**config.mk**
```make
export PLATFORM = sky130hd
export DESIGN_NAME = rmr_top
export DESIGN_NICKNAME = d
export VERILOG_FILES = /design/src/hw/rmr_pkg.sv /design/src/hw/rmr_top.sv /design/src/hw/rmr_range_table.sv
export VERILOG_INCLUDE_DIRS = /design/src /design/src/hw
export SDC_FILE = /design/constraint.sdc
export NUM_CORES = 2
export LEC_CHECK = 0
export BUFFER_PORTS_ARGS = -buffer_cell sky130_fd_sc_hd__buf_2
export CAP_MARGIN = 15
export CORE_ASPECT_RATIO = 0.8
export CORE_MARGIN = 2
export CORE_UTILIZATION = 33
export DETAILED_ROUTE_END_ITERATION = 10
export GPL_ROUTABILITY_DRIVEN = 0
export PLACE_DENSITY = 0.55
export SLEW_MARGIN = 40
export SYNTH_ARGS = -nofsm -noshare
export SYNTH_HDL_FRONTEND = slang
export SYNTH_SLANG_ARGS = --single-unit
```
**constraint.sdc**
```tcl
create_clock -name pclk -period 6.39 [get_ports pclk]
set_input_delay 1.5975 -clock pclk [delete_from_list [all_inputs] [get_ports pclk]]
set_output_delay 1.5975 -clock pclk [all_outputs]
set_load 0.1 [all_outputs]
```
**src/hw/rmr_defines.svh**
```systemverilog
// register indices, field positions and sizes of the reserved address range checker
`ifndef RMR_DEFINES_SVH
`define RMR_DEFINES_SVH

`define RMR_ENTRIES       4
`define RMR_WORDS         4
`define RMR_ENTRY_W       125
`define RMR_PORTS         11
`define RMR_PORT_W        4

`define RMR_SRC_BASE_IDX  30'h0011214B
`define RMR_DST_BASE_IDX  30'h0011215B
`define RMR_SRC_CNT_IDX   30'h00112170
`define RMR_DST_CNT_IDX   30'h00112171
`define RMR_TABLE_SPAN    30'h0000000F

`define RMR_F_LOW         0
`define RMR_F_HIGH        48
`define RMR_F_DROP        96
`define RMR_F_HOST        97
`define RMR_F_QON         98
`define RMR_F_QNUM        99
`define RMR_F_COL         102
`define RMR_F_COLON       104
`define RMR_F_MVALID      105
`define RMR_F_MPTR        106
`define RMR_F_MORD        112
`define RMR_F_EN          114

`define RMR_ENTRY_RESET   125'h0
`define RMR_CNT_RESET     32'h0000_0000

`endif

```
**src/hw/rmr_pkg.sv**
```systemverilog
// types shared by the reserved address range checker
package rmr_pkg;
    typedef logic [124:0] rmr_entry_t;
    typedef logic [47:0]  rmr_mac_t;
    typedef enum logic [2:0] {
        RMR_REG_NONE    = 3'b000,
        RMR_REG_SRC_TBL = 3'b001,
        RMR_REG_DST_TBL = 3'b010,
        RMR_REG_SRC_CNT = 3'b011,
        RMR_REG_DST_CNT = 3'b100
    } rmr_region_e;
endpackage

```
**src/hw/rmr_top.sv**
```systemverilog
// reserved address range checker: range tables, drop counters, APB slave
`timescale 1ns/1ps
`include "rmr_defines.svh"

// Function
// entry matches when low bound <= address <= high bound
// two tables of four entries, all compared in parallel
// destination table checks destination address, gated by per-port enable mask
// source table checks source address, same layout, own per-port mask
// entries are evaluated starting from entry 0
// any matching entry with discard bit set drops the frame
// destination and source drops each count in their own counter
// any matching redirect bit sends frame to host port, over drop
// highest-numbered matching queue override entry supplies the queue number
// matching colour override entry sets the frame's initial colour
// matching meter-valid entry supplies meter pointer and pointer order
// each entry spans four register words, all readable and writable
// highest-numbered matching entry decides colour and meter pointer
// both tables merge with redirect over drop, any drop honoured
module rmr_top
    import rmr_pkg::*;
(
    input  wire logic           pclk,
    input  wire logic           presetn,
    input  wire logic           psel,
    input  wire logic           penable,
    input  wire logic           pwrite,
    input  wire logic   [31:0]  paddr,
    input  wire logic   [31:0]  pwdata,
    input  wire logic   [3:0]   pstrb,
    output logic        [31:0]  prdata,
    output logic                pready,
    output logic                pslverr,
    input  wire logic           frm_valid,
    input  wire logic   [47:0]  frm_dst_mac,
    input  wire logic   [47:0]  frm_src_mac,
    input  wire logic   [3:0]   frm_src_port,
    output logic                act_valid,
    output logic                act_drop,
    output logic                act_redirect_to_host,
    output logic                act_queue_override_on,
    output logic        [2:0]   act_override_queue_num,
    output logic                act_colour_override_on,
    output logic        [1:0]   act_colour,
    output logic                act_meter_ptr_valid,
    output logic        [5:0]   act_meter_pointer,
    output logic        [1:0]   act_meter_pointer_order,
    output logic                act_dst_hit,
    output logic                act_src_hit
);
    // decode helpers
    function automatic rmr_region_e region_of(input logic [29:0] idx);
        if (idx >= `RMR_SRC_BASE_IDX && idx <= `RMR_SRC_BASE_IDX + `RMR_TABLE_SPAN)
            return RMR_REG_SRC_TBL;
        else if (idx >= `RMR_DST_BASE_IDX && idx <= `RMR_DST_BASE_IDX + `RMR_TABLE_SPAN)
            return RMR_REG_DST_TBL;
        else if (idx == `RMR_SRC_CNT_IDX)
            return RMR_REG_SRC_CNT;
        else if (idx == `RMR_DST_CNT_IDX)
            return RMR_REG_DST_CNT;
        else
            return RMR_REG_NONE;
    endfunction

    function automatic logic [3:0] table_offset(input logic [29:0] idx,
                                                input logic [29:0] base);
        logic [29:0] diff;
        diff = idx - base;
        return diff[3:0];
    endfunction

    function automatic logic [31:0] entry_word(input rmr_entry_t e, input logic [1:0] w);
        logic [127:0] wide;
        wide = {3'b000, e};
        return wide[{w, 5'b00000} +: 32];
    endfunction

    // merge one word into an entry under byte strobes; bits past 124 are dropped
    function automatic rmr_entry_t entry_merge(input rmr_entry_t e, input logic [1:0] w,
                                               input logic [31:0] d, input logic [3:0] s);
        logic [127:0] wide;
        wide = {3'b000, e};
        for (int b = 0; b < 4; b++) begin
            if (s[b])
                wide[{w, 5'b00000} + 7'(b * 8) +: 8] = d[b*8 +: 8];
        end
        return wide[124:0];
    endfunction

    function automatic logic [31:0] strb_merge(input logic [31:0] old, input logic [31:0] d,
                                               input logic [3:0] s);
        logic [31:0] r;
        r = old;
        for (int b = 0; b < 4; b++) begin
            if (s[b])
                r[b*8 +: 8] = d[b*8 +: 8];
        end
        return r;
    endfunction

    // table storage
    rmr_entry_t   src_tbl_q [`RMR_ENTRIES];
    rmr_entry_t   src_tbl_d [`RMR_ENTRIES];
    rmr_entry_t   dst_tbl_q [`RMR_ENTRIES];
    rmr_entry_t   dst_tbl_d [`RMR_ENTRIES];
    logic [31:0]  src_cnt_q;
    logic [31:0]  src_cnt_d;
    logic [31:0]  dst_cnt_q;
    logic [31:0]  dst_cnt_d;

    logic [29:0]  word_idx;
    rmr_region_e  region;
    logic [3:0]   src_off;
    logic [3:0]   dst_off;
    logic         wr_go;

    assign word_idx = paddr[31:2];
    assign region   = region_of(word_idx);
    assign src_off  = table_offset(word_idx, `RMR_SRC_BASE_IDX);
    assign dst_off  = table_offset(word_idx, `RMR_DST_BASE_IDX);
    // a write lands only at the access edge of a mapped address
    assign wr_go    = psel && penable && pready && pwrite && (region != RMR_REG_NONE);

    // range compare
    logic        d_hit, d_drop, d_redir, d_qon, d_colon, d_mv;
    logic [2:0]  d_qnum;
    logic [1:0]  d_col, d_mord;
    logic [5:0]  d_mptr;
    logic        s_hit, s_drop, s_redir, s_qon, s_colon, s_mv;
    logic [2:0]  s_qnum;
    logic [1:0]  s_col, s_mord;
    logic [5:0]  s_mptr;

    rmr_range_table u_dst_tbl (
        .mac                 (frm_dst_mac),
        .src_port            (frm_src_port),
        .entries             (dst_tbl_q),
        .hit                 (d_hit),
        .drop                (d_drop),
        .redirect            (d_redir),
        .queue_on            (d_qon),
        .queue_num           (d_qnum),
        .colour_on           (d_colon),
        .colour              (d_col),
        .meter_valid         (d_mv),
        .meter_pointer       (d_mptr),
        .meter_pointer_order (d_mord)
    );

    rmr_range_table u_src_tbl (
        .mac                 (frm_src_mac),
        .src_port            (frm_src_port),
        .entries             (src_tbl_q),
        .hit                 (s_hit),
        .drop                (s_drop),
        .redirect            (s_redir),
        .queue_on            (s_qon),
        .queue_num           (s_qnum),
        .colour_on           (s_colon),
        .colour              (s_col),
        .meter_valid         (s_mv),
        .meter_pointer       (s_mptr),
        .meter_pointer_order (s_mord)
    );

    logic any_redir;
    logic final_drop;
    assign any_redir  = d_redir | s_redir;
    assign final_drop = (d_drop | s_drop) & ~any_redir;

    // table and counters
    always_comb begin
        src_tbl_d = src_tbl_q;
        dst_tbl_d = dst_tbl_q;
        src_cnt_d = src_cnt_q;
        dst_cnt_d = dst_cnt_q;
        if (wr_go) begin
            unique case (region)
                RMR_REG_SRC_TBL:
                    src_tbl_d[src_off[3:2]] = entry_merge(src_tbl_q[src_off[3:2]],
                                                          src_off[1:0], pwdata, pstrb);
                RMR_REG_DST_TBL:
                    dst_tbl_d[dst_off[3:2]] = entry_merge(dst_tbl_q[dst_off[3:2]],
                                                          dst_off[1:0], pwdata, pstrb);
                RMR_REG_SRC_CNT:
                    src_cnt_d = strb_merge(src_cnt_q, pwdata, pstrb);
                RMR_REG_DST_CNT:
                    dst_cnt_d = strb_merge(dst_cnt_q, pwdata, pstrb);
                RMR_REG_NONE: ;
            endcase
        end
        // a drop in the same cycle as a software write still counts
        if (frm_valid && final_drop && d_drop)
            dst_cnt_d = dst_cnt_d + 32'h0000_0001;
        if (frm_valid && final_drop && s_drop)
            src_cnt_d = src_cnt_d + 32'h0000_0001;
    end

    always_ff @(posedge pclk or negedge presetn) begin
        if (!presetn) begin
            for (int i = 0; i < `RMR_ENTRIES; i++) begin
                src_tbl_q[i] <= `RMR_ENTRY_RESET;
                dst_tbl_q[i] <= `RMR_ENTRY_RESET;
            end
            src_cnt_q <= `RMR_CNT_RESET;
            dst_cnt_q <= `RMR_CNT_RESET;
        end else begin
            src_tbl_q <= src_tbl_d;
            dst_tbl_q <= dst_tbl_d;
            src_cnt_q <= src_cnt_d;
            dst_cnt_q <= dst_cnt_d;
        end
    end

    // APB answer
    logic [31:0] prdata_d;
    logic        pready_d;
    logic        pslverr_d;

    // answer is prepared in the setup cycle so the access phase completes at once
    always_comb begin
        pready_d  = psel && !penable;
        pslverr_d = 1'b0;
        prdata_d  = 32'h0000_0000;
        if (psel && !penable) begin
            unique case (region)
                RMR_REG_SRC_TBL: prdata_d = pwrite ? 32'h0000_0000 :
                                 entry_word(src_tbl_q[src_off[3:2]], src_off[1:0]);
                RMR_REG_DST_TBL: prdata_d = pwrite ? 32'h0000_0000 :
                                 entry_word(dst_tbl_q[dst_off[3:2]], dst_off[1:0]);
                RMR_REG_SRC_CNT: prdata_d = pwrite ? 32'h0000_0000 : src_cnt_q;
                RMR_REG_DST_CNT: prdata_d = pwrite ? 32'h0000_0000 : dst_cnt_q;
                RMR_REG_NONE:    pslverr_d = 1'b1;
            endcase
        end
    end

    always_ff @(posedge pclk or negedge presetn) begin
        if (!presetn) begin
            prdata  <= 32'h0000_0000;
            pready  <= 1'b0;
            pslverr <= 1'b0;
        end else begin
            prdata  <= prdata_d;
            pready  <= pready_d;
            pslverr <= pslverr_d;
        end
    end

    // frame actions
    logic        act_valid_d, act_drop_d, act_redir_d, act_qon_d, act_colon_d, act_mv_d;
    logic [2:0]  act_qnum_d;
    logic [1:0]  act_col_d, act_mord_d;
    logic [5:0]  act_mptr_d;
    logic        act_dhit_d, act_shit_d;

    // source table values override destination table values where both apply
    always_comb begin
        act_valid_d = frm_valid;
        act_drop_d  = frm_valid & final_drop;
        act_redir_d = frm_valid & any_redir;
        act_dhit_d  = frm_valid & d_hit;
        act_shit_d  = frm_valid & s_hit;
        act_qon_d   = frm_valid & (d_qon | s_qon);
        act_qnum_d  = s_qon ? s_qnum : d_qnum;
        act_colon_d = frm_valid & (d_colon | s_colon);
        act_col_d   = s_colon ? s_col : d_col;
        act_mv_d    = frm_valid & (d_mv | s_mv);
        act_mptr_d  = s_mv ? s_mptr : d_mptr;
        act_mord_d  = s_mv ? s_mord : d_mord;
        if (!frm_valid) begin
            act_qnum_d = 3'h0;
            act_col_d  = 2'h0;
            act_mptr_d = 6'h00;
            act_mord_d = 2'h0;
        end
    end

    always_ff @(posedge pclk or negedge presetn) begin
        if (!presetn) begin
            act_valid               <= 1'b0;
            act_drop                <= 1'b0;
            act_redirect_to_host    <= 1'b0;
            act_queue_override_on   <= 1'b0;
            act_override_queue_num  <= 3'h0;
            act_colour_override_on  <= 1'b0;
            act_colour              <= 2'h0;
            act_meter_ptr_valid     <= 1'b0;
            act_meter_pointer       <= 6'h00;
            act_meter_pointer_order <= 2'h0;
            act_dst_hit             <= 1'b0;
            act_src_hit             <= 1'b0;
        end else begin
            act_valid               <= act_valid_d;
            act_drop                <= act_drop_d;
            act_redirect_to_host    <= act_redir_d;
            act_queue_override_on   <= act_qon_d;
            act_override_queue_num  <= act_qnum_d;
            act_colour_override_on  <= act_colon_d;
            act_colour              <= act_col_d;
            act_meter_ptr_valid     <= act_mv_d;
            act_meter_pointer       <= act_mptr_d;
            act_meter_pointer_order <= act_mord_d;
            act_dst_hit             <= act_dhit_d;
            act_src_hit             <= act_shit_d;
        end
    end
endmodule // rmr_top

```
**src/hw/rmr_range_table.sv**
```systemverilog
// one table of four address ranges: parallel compare and action merge
`timescale 1ns/1ps
`include "rmr_defines.svh"

module rmr_range_table
    import rmr_pkg::*;
(
    input  wire logic       [47:0]  mac,
    input  wire logic       [3:0]   src_port,
    input  wire rmr_entry_t         entries [`RMR_ENTRIES],
    output logic                    hit,
    output logic                    drop,
    output logic                    redirect,
    output logic                    queue_on,
    output logic            [2:0]   queue_num,
    output logic                    colour_on,
    output logic            [1:0]   colour,
    output logic                    meter_valid,
    output logic            [5:0]   meter_pointer,
    output logic            [1:0]   meter_pointer_order
);
    logic [`RMR_ENTRIES-1:0] match;
    logic [10:0]             port_bit;

    assign port_bit = (src_port < 4'd11) ? (11'h001 << src_port) : 11'h000;

    // all four entries compared in the same cycle
    always_comb begin
        for (int i = 0; i < `RMR_ENTRIES; i++) begin
            match[i] = (mac >= entries[i][`RMR_F_LOW +: 48]) &&
                       (mac <= entries[i][`RMR_F_HIGH +: 48]) &&
                       ((entries[i][`RMR_F_EN +: 11] & port_bit) != 11'h000);
        end
    end

    always_comb begin
        hit                 = 1'b0;
        drop                = 1'b0;
        redirect            = 1'b0;
        queue_on            = 1'b0;
        queue_num           = 3'h0;
        colour_on           = 1'b0;
        colour              = 2'h0;
        meter_valid         = 1'b0;
        meter_pointer       = 6'h00;
        meter_pointer_order = 2'h0;
        // walk from entry 0 upward so later matches overwrite earlier ones
        for (int i = 0; i < `RMR_ENTRIES; i++) begin
            if (match[i]) begin
                hit      = 1'b1;
                drop     = drop | entries[i][`RMR_F_DROP];
                redirect = redirect | entries[i][`RMR_F_HOST];
                if (entries[i][`RMR_F_QON]) begin
                    queue_on  = 1'b1;
                    queue_num = entries[i][`RMR_F_QNUM +: 3];
                end
                if (entries[i][`RMR_F_COLON]) begin
                    colour_on = 1'b1;
                    colour    = entries[i][`RMR_F_COL +: 2];
                end
                if (entries[i][`RMR_F_MVALID]) begin
                    meter_valid         = 1'b1;
                    meter_pointer       = entries[i][`RMR_F_MPTR +: 6];
                    meter_pointer_order = entries[i][`RMR_F_MORD +: 2];
                end
            end
        end
    end
endmodule // rmr_range_table

```
* Yosys cells after proc, flatten, opt, wreduce, memory -nomap -nowiden
Cells that the tools add are included.
Operators by class: add/subtract/negate cells 18, $lt $le $gt $ge 25, eq/ne operators 6, shift operators 19, muxes and demuxes 215, bitwise logic cells 36, reduce and logical (&&, ||, !) cells 41
Operators with widths (count):
- 2-to-1 mux 128 bit | 18
- 2-to-1 mux 125 bit | 12
- bitwise mux 128 bit | 8
- variable shift 8 x 9 -> 128 bit, first input constant | 8
- variable part select 8 x 9 -> 128 bit | 8
- bitwise mux 500 bit | 2
- binary-select mux 125 bit (select 2 bit) | 2
- demux 125 bit (select 2 bit) | 2
- greater-or-equal comparator 48 bit | 8
- <= comparator 48 bit | 8
- 2-to-1 mux 32 bit | 11
- variable part select 128 x 8 -> 32 bit | 2
- case mux 32 bit (4 select lines) | 1
- 2-to-1 mux 6 bit | 18
- bitwise AND 11 bit | 8
- nonzero test 11 bit | 8
- 2-to-1 mux 1 bit | 74
- 2-to-1 mux 2 bit | 36
- negation 7 -> 9 bit | 8
- 2-to-1 mux 3 bit | 22
- adder 32 x 1 -> 32 bit, second input constant | 2
- 2-to-1 mux 8 bit | 8
- equality test 30 x 21 -> 1 bit, second input constant | 2
- greater-or-equal comparator 30 x 21 -> 1 bit, second input constant | 2
- 21 further kinds | 82
Word-level totals: register bits 1119, input port bits 174, output and inout bits 55, word-level logic and storage cells 385

* Longest topological paths before layout
depth after elaboration 22, mapped depth 17, depth with buffers taken out 14

* Cells and area by module
Synthesis repeated with hierarchy kept, for this count alone.
Second synthesis, totals: cell total of the unflattened synthesis 8622, area total of the unflattened synthesis 75053.2 um^2
By module, submodules not included:
- rmr_top | instances 1, cells each 5547, area each 53239.8 um^2, seq. area each 28001.9 um^2
- rmr_range_table at u_dst_tbl | instances 1, cells each 1534, area each 10909.2 um^2, seq. area each 0.0 um^2
- rmr_range_table at u_src_tbl | instances 1, cells each 1541, area each 10904.2 um^2, seq. area each 0.0 um^2

* Least setup slack after synthesis
Ideal clock, no wire load.
path type input-to-reg, start point input frm_src_mac[0], end point register src_cnt_q[28], library setup time 0.080 ns, arrival time 5.478 ns, required time 6.310 ns, path slack 0.832 ns, stages on the path 16, buffers on the path 2, cell sequence inv_1 ha_1 nand2b_1 a2111oi_0 o41a_1 a311oi_1 or4_1 a221oi_2 nor3b_1 nand4bb_4 or4_1 buf_2 or4b_1 buf_2 nor4_4 xnor2_1
Between the ends: word-level cells in the longest chain between the ends 16, elaborated cells on any way between the ends 37, classes of those cells order compare: 8; mux: 9; bitwise: 10; reduce/logical: 10
RTL lines:
- start: declaration | line rmr_top.sv:36 | input wire logic [47:0] frm_src_mac,
- greater-or-equal comparator 48 bit or <= comparator 48 bit (tied branches) | line rmr_range_table.sv:30, rmr_range_table.sv:31
- logical AND 1 bit (2 in series) | line rmr_range_table.sv:30 | match[i] = (mac >= entries[i][`RMR_F_LOW +: 48]) &&
- 2-to-1 mux 1 bit | line rmr_range_table.sv:49 | if (match[i]) begin
- bitwise OR 1 bit | line rmr_range_table.sv:52 | redirect = redirect | entries[i][`RMR_F_HOST];
- 2-to-1 mux 1 bit | line rmr_range_table.sv:49
- bitwise OR 1 bit | line rmr_range_table.sv:52
- 2-to-1 mux 1 bit | line rmr_range_table.sv:49
- bitwise OR 1 bit | line rmr_range_table.sv:52
- 2-to-1 mux 1 bit | line rmr_range_table.sv:49
- bitwise OR 1 bit | line rmr_top.sv:168 | assign any_redir = d_redir | s_redir;
- NOT 1 bit | line rmr_top.sv:169 | assign final_drop = (d_drop | s_drop) & ~any_redir;
- bitwise AND 1 bit | line rmr_top.sv:169
- logical AND 1 bit | line rmr_top.sv:195 | if (frm_valid && final_drop && s_drop)
- logical AND 1 bit * | line rmr_top.sv:195
- 2-to-1 mux 32 bit * | line rmr_top.sv:195
- via src_cnt_d[28] | line rmr_top.sv:107 | logic [31:0] src_cnt_d;
- end signal: assignment | line rmr_top.sv:205 | src_cnt_q <= `RMR_CNT_RESET;
- end signal: assignment | line rmr_top.sv:210 | src_cnt_q <= src_cnt_d;
- end: declaration | line rmr_top.sv:106 | logic [31:0] src_cnt_q;
The timed path passes the listed nets; every way through them passes the cells marked *. A chain may end at the register's enable or synchronous reset.

* Worst setup path in the final report
Same ends and word-level chain as after synthesis.

==> flow_summary_export.csv <==
group,metric,value,unit
clock_network,clk_latency,0.81,ns
route,vias,64600,
worst_setup_path,timing.rr.start,"src_tbl_q[35]$_DFFE_PN0P_",
worst_setup_path,rrSetupSlack,1.04,ns
logic_synthesis,syn_avg_cell_area,9.30,µm²
worst_setup_path,crit_path_max_incr_delay,0.73,ns
clock_network,h-tree-depth,4,
logic_synthesis,synth_mux_area_frac,0.108,
clock_network,postCtsSetupBuffers,0,
placed_design,hpwlAfterDp,229000,µm
route,drt_iter0_drc,8295,
clock_network,cts-resized-gates,0,
floorplanning,io_pins,229,
logic_synthesis,synth_top_family_by_area,"compound AO/OA/AOI/OAI gates",
logic_synthesis,yosys.area_share.adder,0.134,
logic_synthesis,synth-seq-cells,1119,
clock_network,clkTransAtPathRegs,0.06,ns
clock_network,hold_buffers,0,
worst_setup_path,crit_path_top_delay_cell,"nor4_1",
logic_synthesis,syn_area,72400,µm²
sta,final_max_slew_viol_count,0,
logic_synthesis,synth_edf_count,0,
placed_design,dp.cells,10800,
floorplanning,dieArea,223000,µm²
logic_synthesis,synth-compound-area-share,0.173,
sta,fin_worst_skew,0.0464,ns
sta,post-route-period-util,0.953,
status,status,"completed",
logic_synthesis,synthArstFlopShare,1.00,
logic_synthesis,synth_cell_types,80,
pwr,p_leak,34.1,nW
clock_network,cts_tree,"yes",
route,via_per_inst,5.83,
pwr,power_density,206,nW/µm²
worst_setup_path,crit_type,"in2reg",
route,routed_wl,308000,µm
sta,hold_viol,0,
floorplanning,start_util,0.333,
logic_synthesis,yosys_most_used_dff,"dfrtp_1",
logic_synthesis,syn_inst,7785,
floorplanning,die_w,528,µm
floorplanning,row_count,153,
clock_network,cts_root_buf,"clkbuf_16",
placed_design,place_worst_setup_slack,-0.315,ns
route,drc,0,
min_path,hold_depth,2,
route,wire_per_inst,27.8,µm
global_route,grt_overflow,0,
worst_setup_path,cp_max_fo,7,
logic_synthesis,yosys.area_share.simple,0.126,
cells_and_area,syn2layout_area_growth,16.0,%
logic_synthesis,synth_xor_area_frac,0.00883,
clock_network,clockBufferDepth,3,
worst_setup_path,crit_path_end_kind,"flop",
cells_and_area,final_cells,11100,
sta,finalWorstSetupSlack,0.298,ns
cells_and_area,layout-drive-gt1-share,0.143,
clock_network,cts.sinks,1119,
sta,slew_headroom,0.322,
route,wl_met2,124000,µm
placed_design,placed_area,79100,µm²
cells_and_area,layout_common_cells,"nand2_1, o21ai_0, dfrtp_1",
cells_and_area,layout_commonest_cell,"nand2_1",
logic_synthesis,synth.net_count,8736,
global_route,grt_pass1_wl,442000,µm
floorplanning,core-area,218000,µm²
logic_synthesis,synth-warning-count,0,
worst_setup_path,crit_family,"simple AND/OR/NAND/NOR gates",
route,met3WireLength,39500,µm
global_route,grt_max_degree,186,
worst_setup_path,crit_required,7.10,ns
route,met1Wirelength,129000,µm
worst_setup_path,worstReg2RegEnd,"src_cnt_q[28]$_DFF_PN0_",
global_route,grt_usage,0.272,
cells_and_area,post-route-cell-area,84000,µm²
min_path,hold_end,"dst_tbl_q[5]$_DFFE_PN0P_",
global_route,antenna_found_initial,78,
worst_setup_path,critPathBufInv,7,
flow_run,drv_cap,0,
pwr,vdd_drop_max,0.227,mV
worst_setup_path,worstRegToRegCells,18,
sta,fmax,164,MHz
worst_setup_path,path_cells,"buf_2 > inv_1 > buf_4 > ha_1 > nand2b_1 > a2111oi_0 > buf_4 > or4b_1 > a31oi_1 > nor4_1 > nor4_2 > buf_4 > a32oi_1 > nand3b_1 > or4_1 > buf_4 > or4b_1 > buf_4 > nor4_4 > xnor2_1",
worst_setup_path,startpoint_type,"input pin",
cells_and_area,fillers,21500,
logic_synthesis,ys_seq_area_frac,0.387,
placed_design,port_buffers,226,
min_path,hp-start,"dst_tbl_q[5]$_DFFE_PN0P_",
cells_and_area,layout.nets,9043,
min_path,hold_path.class,"reg2reg",
worst_setup_path,crit_top_cell,"buf_4",
sta,min_period,6.09,ns
route,ant_nets,0,
clock_network,numCtsBuffers,134,
sta,tightestPinTransition,1.01,ns
sta,rsz0062_at_grt,"no",
route,topRoutingLayerUsed,"met5",
route,drt_first_pass_iters,8,
worst_setup_path,arrival,6.80,ns
global_route,grt_pass1_vias,61200,
sta,setup_violations,0,
floorplanning,die_h,423,µm
## how the worst max path moves through the flow
stage | startpoint | end | slack (ns) | cells past startpoint
final | frm_src_mac[0] | src_cnt_q[28]$_DFF_PN0_ | 0.30 | 20
after global routing | frm_src_mac[35] | src_cnt_q[28]$_DFF_PN0_ | 0.12 | 19
after CTS | frm_src_mac[0] | src_cnt_q[28]$_DFF_PN0_ | 0.51 | 20
after detailed placement | frm_src_mac[0] | src_cnt_q[28]$_DFF_PN0_ | -0.31 | 20
after global placement | frm_src_mac[35] | src_cnt_q[28]$_DFF_PN0_ | -0.33 | 19
after floorplan | frm_src_mac[0] | src_cnt_q[28]$_DFF_PN0_ | 0.83 | 16
## tightest hold or removal path, delay by kind of cell, from the launching register on
kind / cells / cell delay, ns
AO/OA/AOI/OAI: 1 / 0.06
flip-flops: 1 / 0.35
AND/OR/NAND/NOR: 1 / 0.05
## state kept, by name, indices dropped and copies added (netlist names), 3 cells and up
name / count
act_meter_pointer: 6
prdata: 32
act_override_queue_num: 3
dst_cnt_q: 32
src_tbl_q: 500
src_cnt_q: 32
dst_tbl_q: 500
## kinds of logic (layout without fill, tap and decap cells)
| family | after synthesis | in the layout |
|---|---|---|
| compound gates | 2161 | 2161 |
| simple gates | 2061 | 2061 |
| buf+inv | 1202 | 1610 |
| flops | 1119 | 1119 |
| fa+ha+maj | 777 | 777 |
| mux | 392 | 392 |
| xor+xnor | 73 | 73 |
| other cells | 0 | 31 |
## synth_stat cells (all sizes together), types with 22 or more instances
library cell,n,share of area
o211ai,25,0.0026
dfrtp,1119,0.39
inv,786,0.041
mux2i,70,0.0097
nor2,162,0.0084
a21o,60,0.0062
xnor2,51,0.0062
nor3,66,0.0046
nand4,155,0.013
mux4,310,0.096
clkbuf,371,0.019
a221oi,31,0.0038
buf,45,0.0025
nor2b,29,0.0025
a22oi,292,0.030
a211oi,42,0.0044
a31oi,22,0.0019
nor4,45,0.0044
o21ai,1174,0.081
ha,777,0.13
nand3,138,0.0095
o21a,26,0.0027
xor2,22,0.0027
a21oi,358,0.025
nand2,1318,0.068
## power by group
part	leakage, nW	switching (mW)	total (mW)	internal [mW]
clock network	2.27	3.39	8.27	4.88
registers	15.6	0.000551	7.09	7.09
logic	16.2	1.27	1.90	0.632
## final cells by class
class	count	area, µm²	area share
tap	2867	3590	0.0427
inverter	786	2950	0.0351
sequential	1119	28000	0.333
timing repair buffer	587	4570	0.0544
antenna	31	77.6	0.000924
multi-input combinational	5464	40200	0.478
clock inverter	56	774	0.00922
clock buffer	181	3850	0.0458
## per-layer routing
layer / up-vias / GRT usage
met1: 32000 / 0.383
met4: 32 / 0.126
met5: - / 0.000645
met2: 3484 / 0.370
li1: 28500 / -
met3: 589 / 0.0926
## stage by stage
stage | hold slack, ns | setup TNS, ns | util | power, mW
detailed placement | 0.488 | -1.33 | 0.363 | 9.07
global placement | 0.482 | -1.67 | 0.363 | 9.03
finish | 0.500 | 0 | 0.386 | 17.3
CTS | 0.501 | 0 | 0.385 | 17.3
floorplan | 0.457 | 0 | - | 8.10
global route | 0.517 | 0 | 0.386 | 17.8
(Power assumes the default switching activity.)
